### src/rtl/caw_pkg.sv
// Package: register map, field positions, reset values and state types of the counter array watchdog
package caw_pkg;
  // Register addresses on the special function register port
  localparam logic [7:0] ADDR_CTRL_STATUS = 8'hd8;
  localparam logic [7:0] ADDR_MODE        = 8'hd9;
  localparam logic [7:0] ADDR_MODULE4     = 8'hde;
  localparam logic [7:0] ADDR_CNT_LOW     = 8'he9;
  localparam logic [7:0] ADDR_CNT_HIGH    = 8'hf9;
  localparam logic [7:0] ADDR_WD_OFFSET   = 8'hee;
  localparam logic [7:0] ADDR_WD_COMPARE  = 8'hfe;

  // Control/status field positions
  localparam int CS_OVF   = 7;
  localparam int CS_RUN   = 6;
  localparam int CS_MATCH4 = 4;
  // Mode register field positions
  localparam int MD_IDLE  = 7;
  localparam int MD_LOCK  = 6;
  localparam int MD_CPS_LO = 1;
  localparam int MD_ENABLE = 0;

  // Counter clock source codes
  localparam logic [2:0] CPS_DIV12 = 3'h0;
  localparam logic [2:0] CPS_DIV4  = 3'h1;
  localparam logic [2:0] CPS_SYS   = 3'h4;

  // Prescaler for the divide-by-12 source
  localparam logic [3:0] PRE_LAST  = 4'hb;

  // Values after reset
  localparam logic [7:0] RST_CTRL_STATUS = 8'h00;
  localparam logic [2:0] RST_CPS         = CPS_DIV12;
  localparam logic       RST_ENABLE      = 1'b1;
  localparam logic [7:0] RST_CNT_BYTE    = 8'h00;
  localparam logic [7:0] RST_WD_OFFSET   = 8'h00;
  localparam logic [7:0] RST_WD_COMPARE  = 8'h00;
  localparam logic [7:0] RST_MODULE4     = 8'h00;

  typedef struct packed {
    logic       idle_suspend_bit;
    logic       watchdog_lock_bit;
    logic [2:0] counter_clock_source_select;
    logic       watchdog_enable_bit;
  } caw_mode_t;

  typedef struct packed {
    caw_mode_t  mode;
    logic [7:0] ctrl_status;
    logic [7:0] module4_mode;
    logic [7:0] counter_low_byte;
    logic [7:0] counter_high_byte;
    logic [7:0] watchdog_offset_byte;
    logic [7:0] watchdog_compare_byte;
    logic [3:0] prescale;
    logic [2:0] ext_sync;
    logic [7:0] rdata;
    logic       wd_reset;
  } caw_state_t;
endpackage : caw_pkg

### src/rtl/caw_watchdog.sv
// Watchdog built on module 4 of the counter array, with its special function registers
// Operation
// - The watchdog is on whenever the enable bit or the lock bit is one.
// - Once the lock bit is set, attempts to disable the watchdog are ignored until the next reset.
// - With the lock bit clear, writing zero to the enable bit turns the watchdog off.
// - After any reset the watchdog comes up enabled without software action.
// - Reset leaves the clock at system clock over 12 and the low and offset bytes at zero, a 256-tick timeout.
// - While the watchdog is on, the clock source select and idle suspend bit cannot change.
// - With idle suspend set, the count pauses while the core is idle.
// - Writing any value to the compare byte refreshes the watchdog.
// - While enabled, a compare byte write loads it with the counter high byte plus the offset byte; when off it takes the written value.
// - While enabled, a system reset is raised when the low byte overflows while compare byte equals high byte.
// - Writing one to the module 4 match flag while enabled forces an immediate watchdog reset.
// - While enabled, the counter is forced running unless idle suspend pauses it, and writes to both counter bytes and module 4 mode are blocked.
module caw_watchdog (
  // Clock and reset
  input  wire logic       REF_CLK,
  input  wire logic       RSTN,
  // Special function register port
  input  wire logic [7:0] SFR_ADDR,
  input  wire logic [7:0] SFR_WDATA,
  input  wire logic       SFR_WR,
  output logic      [7:0] SFR_RDATA,
  // Core status and external count source
  input  wire logic       IDLE,
  input  wire logic       EXT_TICK,
  // Reset request to the system reset logic
  output logic            WDT_RST
);
  caw_pkg::caw_state_t st;
  caw_pkg::caw_state_t next_st;

  logic wdt_en;
  logic tick;
  logic run;
  logic low_ovf;
  logic wr_ctrl, wr_mode, wr_mod4, wr_low, wr_high, wr_off, wr_cmp;

  assign wdt_en = st.mode.watchdog_enable_bit | st.mode.watchdog_lock_bit;

  assign wr_ctrl = SFR_WR && (SFR_ADDR == caw_pkg::ADDR_CTRL_STATUS);
  assign wr_mode = SFR_WR && (SFR_ADDR == caw_pkg::ADDR_MODE);
  assign wr_mod4 = SFR_WR && (SFR_ADDR == caw_pkg::ADDR_MODULE4);
  assign wr_low  = SFR_WR && (SFR_ADDR == caw_pkg::ADDR_CNT_LOW);
  assign wr_high = SFR_WR && (SFR_ADDR == caw_pkg::ADDR_CNT_HIGH);
  assign wr_off  = SFR_WR && (SFR_ADDR == caw_pkg::ADDR_WD_OFFSET);
  assign wr_cmp  = SFR_WR && (SFR_ADDR == caw_pkg::ADDR_WD_COMPARE);

  // Unlisted source codes all count rising edges of the synchronised external input
  always_comb begin
    unique case (st.mode.counter_clock_source_select)
      caw_pkg::CPS_DIV12: tick = (st.prescale == caw_pkg::PRE_LAST);
      caw_pkg::CPS_DIV4:  tick = (st.prescale[1:0] == 2'h3);
      caw_pkg::CPS_SYS:   tick = 1'b1;
      default:            tick = st.ext_sync[1] & ~st.ext_sync[2];
    endcase
  end

  // The watchdog forces the count on; idle suspend still pauses it
  assign run     = (st.ctrl_status[caw_pkg::CS_RUN] | wdt_en)
                   & ~(st.mode.idle_suspend_bit & IDLE);
  assign low_ovf = run && tick && (st.counter_low_byte == 8'hff);

  always_comb begin
    next_st = st;
    next_st.ext_sync = {st.ext_sync[1:0], EXT_TICK};
    next_st.prescale = (st.prescale == caw_pkg::PRE_LAST) ? 4'h0 : st.prescale + 4'h1;
    next_st.wd_reset = 1'b0;

    // Mode register
    if (wr_mode) begin
      if (!wdt_en) begin
        next_st.mode.idle_suspend_bit            = SFR_WDATA[caw_pkg::MD_IDLE];
        next_st.mode.counter_clock_source_select = SFR_WDATA[caw_pkg::MD_CPS_LO +: 3];
      end
      // Lock is set-only; a locked enable bit ignores clearing
      if (SFR_WDATA[caw_pkg::MD_LOCK])
        next_st.mode.watchdog_lock_bit = 1'b1;
      if (!st.mode.watchdog_lock_bit)
        next_st.mode.watchdog_enable_bit = SFR_WDATA[caw_pkg::MD_ENABLE];
    end

    if (wr_ctrl) begin
      next_st.ctrl_status = SFR_WDATA & 8'hdf;
      if (wdt_en && SFR_WDATA[caw_pkg::CS_MATCH4])
        next_st.wd_reset = 1'b1;
    end
    if (wr_mod4 && !wdt_en)
      next_st.module4_mode = SFR_WDATA;
    if (wr_off)
      next_st.watchdog_offset_byte = SFR_WDATA;

    // Counting; software writes to the counter only land when the watchdog is off
    if (run && tick) begin
      next_st.counter_low_byte = st.counter_low_byte + 8'h01;
      if (low_ovf) begin
        next_st.counter_high_byte = st.counter_high_byte + 8'h01;
        if (st.counter_high_byte == 8'hff)
          next_st.ctrl_status[caw_pkg::CS_OVF] = 1'b1;
      end
    end
    if (wr_low && !wdt_en)
      next_st.counter_low_byte = SFR_WDATA;
    if (wr_high && !wdt_en)
      next_st.counter_high_byte = SFR_WDATA;

    // Refresh: while enabled the written value is discarded and a fresh deadline computed; when off the written value is stored
    if (wr_cmp) begin
      next_st.watchdog_compare_byte = wdt_en ? st.counter_high_byte + st.watchdog_offset_byte
                                             : SFR_WDATA;
    end

    if (wdt_en && low_ovf && (st.watchdog_compare_byte == st.counter_high_byte))
      next_st.wd_reset = 1'b1;

    unique case (SFR_ADDR)
      caw_pkg::ADDR_CTRL_STATUS: next_st.rdata = st.ctrl_status;
      caw_pkg::ADDR_MODE:        next_st.rdata = {st.mode.idle_suspend_bit, st.mode.watchdog_lock_bit, 2'h0,
                                                  st.mode.counter_clock_source_select,
                                                  st.mode.watchdog_enable_bit};
      caw_pkg::ADDR_MODULE4:     next_st.rdata = st.module4_mode;
      caw_pkg::ADDR_CNT_LOW:     next_st.rdata = st.counter_low_byte;
      caw_pkg::ADDR_CNT_HIGH:    next_st.rdata = st.counter_high_byte;
      caw_pkg::ADDR_WD_OFFSET:   next_st.rdata = st.watchdog_offset_byte;
      caw_pkg::ADDR_WD_COMPARE:  next_st.rdata = st.watchdog_compare_byte;
      default:                   next_st.rdata = 8'h00;
    endcase
  end

  always_ff @(posedge REF_CLK or negedge RSTN) begin
    if (!RSTN) begin
      st                                  <= '0;
      st.mode.watchdog_enable_bit         <= caw_pkg::RST_ENABLE;
      st.mode.counter_clock_source_select <= caw_pkg::RST_CPS;
      st.ctrl_status                      <= caw_pkg::RST_CTRL_STATUS;
      st.module4_mode                     <= caw_pkg::RST_MODULE4;
      st.counter_low_byte                 <= caw_pkg::RST_CNT_BYTE;
      st.counter_high_byte                <= caw_pkg::RST_CNT_BYTE;
      st.watchdog_offset_byte             <= caw_pkg::RST_WD_OFFSET;
      st.watchdog_compare_byte            <= caw_pkg::RST_WD_COMPARE;
    end else begin
      st <= next_st;
    end
  end

  assign SFR_RDATA = st.rdata;
  assign WDT_RST   = st.wd_reset;

  // Assertion helpers
  logic seen;
  always_ff @(posedge REF_CLK or negedge RSTN) begin
    if (!RSTN)
      seen <= 1'b0;
    else
      seen <= 1'b1;
  end
endmodule // caw_watchdog

### config.mk
export PLATFORM = sky130hd
export DESIGN_NAME = caw_watchdog
export DESIGN_NICKNAME = d
export VERILOG_FILES = /design/src/rtl/caw_pkg.sv /design/src/rtl/caw_watchdog.sv
export SDC_FILE = /design/constraint.sdc
export NUM_CORES = 1
export LEC_CHECK = 0
export ABC_AREA = 1
export BUFFER_PORTS_ARGS = -buffer_cell sky130_fd_sc_hd__buf_2
export CORE_ASPECT_RATIO = 0.6
export CORE_MARGIN = 10
export CORE_UTILIZATION = 55
export DETAILED_ROUTE_END_ITERATION = 10
export MAX_ROUTING_LAYER = met4
export PLACE_DENSITY = 0.79
export SLEW_MARGIN = 20
export SYNTH_ARGS = -nofsm -noshare
export SYNTH_HDL_FRONTEND = slang
export SYNTH_SLANG_ARGS = --single-unit
### constraint.sdc
create_clock -name REF_CLK -period 2 [get_ports REF_CLK]
set_input_delay 0.5 -clock REF_CLK [delete_from_list [all_inputs] [get_ports REF_CLK]]
set_output_delay 0.5 -clock REF_CLK [all_outputs]
set_load 0.005 [all_outputs]
==> key figures <==
Placed design
  – Post-DP HPWL: 8610 µm
  – Port buffer count: 29
  – Placed Instance Area: 4330 µm²
  – Routability Congestion: 0.944

Die
  – Die Height: 86.9 µm
  – Core Box Area: 7270 µm²
  – Die area: 11400 µm²
  – Cell row count: 24
  – Die width: 131 µm
  – Ports: 30
  – Starting Density: 0.564

CTS
  – CTS Root Cell: clkbuf_16
  – Setup bufs post-CTS: 0
  – # H-tree levels: 3
  – TritonCTS buffer count: 9
  – CTS tree: done
  – Clk Latency, worst-skew pair: 0.34 ns
  – Worst-path clk slew: 0.06 ns
  – Clock sink count: 69
  – CTS max path bufs: 2

Final layout
  – Syn-to-layout area delta: 13.3%
  – Share of cells above drive strength 1: 0.186
  – Post-route cell area: 4650 µm²
  – Ant diodes: 0
  – Fin util: 0.639
  – # fillers: 631
  – Final #Nets: 576
  – Multi-input gate area: 1990 µm²
  – Register area: 1730 µm²

STA
  – Final Critical Period: 1.87 ns
  – Setup Skew: 0.00614 ns
  – Worst-Margin Slew: 0.383 ns
  – Max Transition Viols Final: 0
  – Max-slew headroom: 0.744
  – Final setup viols: 0
  – RSZ-0062 raised after global routing: no
  – Highest clock rate: 536 MHz
  – Final Hold Fails: 0
  – Final worst path period share: 0.933
  – Setup_tns: 0 ns

Logic synthesis
  – Count of cell types in the netlist: 42
  – Post-Synthesis Cell Area: 4100 µm²
  – Synthesized flop and latch total: 69
  – Mean area per synthesized cell: 7.99 µm²
  – Ys Warns: 0
  – Syn nets: 545
  – Register area share after synthesis: 0.421
  – Syn Inst Count: 513

Power
  – Switching Share: 0.297
  – PnR Total Power: 3980 µW
  – Power per standard cell area: 856 nW/µm²
  – Net Sw Power: 1180 µW
  – Clock share of power: 0.415
  – Combinational Power Share: 0.181
  – Flop pwr share: 0.403
  – Max IR drop VDD: 0.464 mV
  – Internal power: 2800 µW
  – Leak: 0.00234 µW

Global route
  – Antenna violations before repair: 0
  – Vias in the first global route: 3606
  – GRT Residual Overflow: 0
  – First-pass GRT wire length: 18900 µm
  – Pin count of the biggest net entering global routing: 70
  – Global Route Usage Sum: 0.216

Critical path
  – Worst r2r src: st[32]
  – CP startpoint: st[32]
  – RR Endpoint: st[22]
  – Startpoint Class: flip-flop
  – Critical path capture point: st[22]
  – Arr. time, crit path: 2.08 ns
  – R2R cell count: 11
  – Max FO, Critical Path: 5
  – R2R Setup Slk: 0.13 ns
  – CP required: 2.22 ns
  – Crit Path Class: reg -> reg
  – Crit end category: flip-flop

Routing
  – Drt via density: 5.77
  – Via count: 3770
  – Iteration-0 DRC Markers: 442
  – Routed wire per std cell: 17.8 µm
  – Routed wire length: 11600 µm
  – Residual DRC: 0
  – DRT Pass-1 Iters: 5
  – Antenna Violating Nets Remaining: 0

Status
  – Status: finished clean

Flow run
  – Max-cap viol count: 0

Hold path
  – Hold/Removal Path Class: in -> async
==> power groups by stage <==
stage	Sequential, µW	Clock [µW]	Combinational [µW]
2_1_floorplan	1590	0	479
3_3_place_gp	1620	0	678
3_5_place_dp	1620	0	695
4_1_cts	1600	1660	701
5_1_grt	1620	1720	815
6_report	1600	1650	721
==> synth_stat cells <==
| library cell | number | area, µm² |
|---|---|---|
| nor2_8 | 1 | 20.0 |
| o21ai_2 | 10 | 87.6 |
| nor2_2 | 4 | 25.0 |
| buf_2 | 1 | 5.00 |
| o211ai_1 | 2 | 15.0 |
| buf_4 | 11 | 82.6 |
| o22ai_1 | 8 | 50.1 |
| buf_6 | 3 | 33.8 |
| inv_1 | 59 | 221 |
| nor2_1 | 24 | 90.1 |
| o211a_1 | 2 | 20.0 |
| nor4_4 | 1 | 21.3 |
| a22oi_1 | 1 | 7.51 |
| nand2_2 | 4 | 25.0 |
| nor3_1 | 3 | 15.0 |
| nand3_2 | 3 | 30.0 |
| a31oi_1 | 2 | 12.5 |
| xnor2_1 | 6 | 52.6 |
| dfrtp_1 | 68 | 1700 |
| nor3_4 | 1 | 16.3 |
| nand4_2 | 1 | 12.5 |
| o21ai_1 | 32 | 160 |
| fa_1 | 1 | 20.0 |
| nand3b_1 | 2 | 15.0 |
| clkbuf_2 | 1 | 5.00 |
| a21boi_0 | 3 | 22.5 |
| a21oi_1 | 8 | 40.0 |
| o21ai_0 | 34 | 170 |
| nor2_4 | 6 | 67.6 |
| xor2_1 | 14 | 123 |
| nand3_1 | 33 | 165 |
| clkbuf_1 | 3 | 11.3 |
| ha_1 | 10 | 125 |
| nand2_4 | 2 | 22.5 |
| nand2_1 | 133 | 499 |
| o31ai_1 | 1 | 7.51 |
| inv_2 | 7 | 26.3 |
| inv_4 | 1 | 6.26 |
| nand4_1 | 3 | 18.8 |
| dfstp_2 | 1 | 26.3 |
| o21bai_1 | 2 | 15.0 |
| o2bb2ai_1 | 1 | 8.76 |
==> layout by cell type, fill, tap and decap left out, drive strengths merged <==
cell and instances:
nand2 139, o21ai 76, dfrtp 68, inv 67, buf 39, nand3 36
nor2 35, xor2 14, clkbuf 11, ha 10, o22ai 8, a21oi 8
xnor2 6, nand4 4, nor3 4, a21boi 3, o211a 2, nand3b 2
a31oi 2, o21bai 2, o211ai 2, clkinvlp 2, clkinv 2, nor4 1
o2bb2ai 1, a22oi 1, o31ai 1, fa 1, bufinv 1, dfstp 1
==> cells by family (layout without fill, tap and decap cells) <==
logic type / count (synthesis) / after routing / share of synthesized area
buf+inv: 86 / 122 / 0.0955
simple gates: 221 / 221 / 0.254
fa+ha+maj: 11 / 11 / 0.0354
flops: 69 / 69 / 0.421
xor+xnor: 20 / 20 / 0.0427
compound gates: 106 / 106 / 0.150
==> metrics by stage <==
stage          setup WS [ns]  hold WS (ns)  cells
2_1_floorplan          0.310         0.204    513
3_3_place_gp           0.127         0.335    637
3_5_place_dp          0.0779         0.341    637
4_1_cts               0.0687         0.196    653
5_1_grt              0.00881         0.201    653
6_report               0.134         0.173    653
==> worst min path at each step <==
stage	end	cells past startpoint	slack [ns]
final	next_st[11]	2	0.17
after floorplan	SFR_RDATA[0]	0	0.20
after global routing	st[12]	2	0.20
after global placement	next_st[11]	0	0.33
after detailed placement	next_st[11]	0	0.34
after CTS	st[66]	2	0.20
==> critical path, cell delays in order, from the launching register on <==
cell and delay [ns]:
dfrtp_2 0.43, ha_2 0.20, inv_1 0.05, fa_1 0.39
inv_1 0.07, nand3_1 0.08, nand2_2 0.10, nand3_1 0.09
nand3_1 0.08, nand2_1 0.05, o21ai_0 0.14, nand2_1 0.07
==> cell type report <==
class / instances / area share
clock inverters: 5 / 0.0127
repair buffers: 39 / 0.0501
clock buffers: 11 / 0.0544
well taps: 104 / 0.0280
inverters: 67 / 0.0547
flip-flops and latches: 69 / 0.372
multi-input cells: 358 / 0.428
==> per-layer routing <==
metal / GRT usage / part of all wire / wire (µm)
met5: - / 0 / 0
met4: 0.0804 / 0.018 / 213
met3: 0.0588 / 0.12 / 1440
met2: 0.304 / 0.43 / 5020
met1: 0.290 / 0.43 / 4930
==> repair_timing <==
action | CTS | global route
resized for setup | 0 | 5
setup endpoints to repair | 0 | 2
hold buffers | 0 | 0
==> state kept, by name, indices dropped and copies added, names as in the netlist <==
| signal | cells |
|---|---|
| SFR_RDATA | 8 |
| st | 58 |
| next_st | 2 |
| WDT_RST | 1 |
No activity file was read; power rests on OpenSTA's default activity.
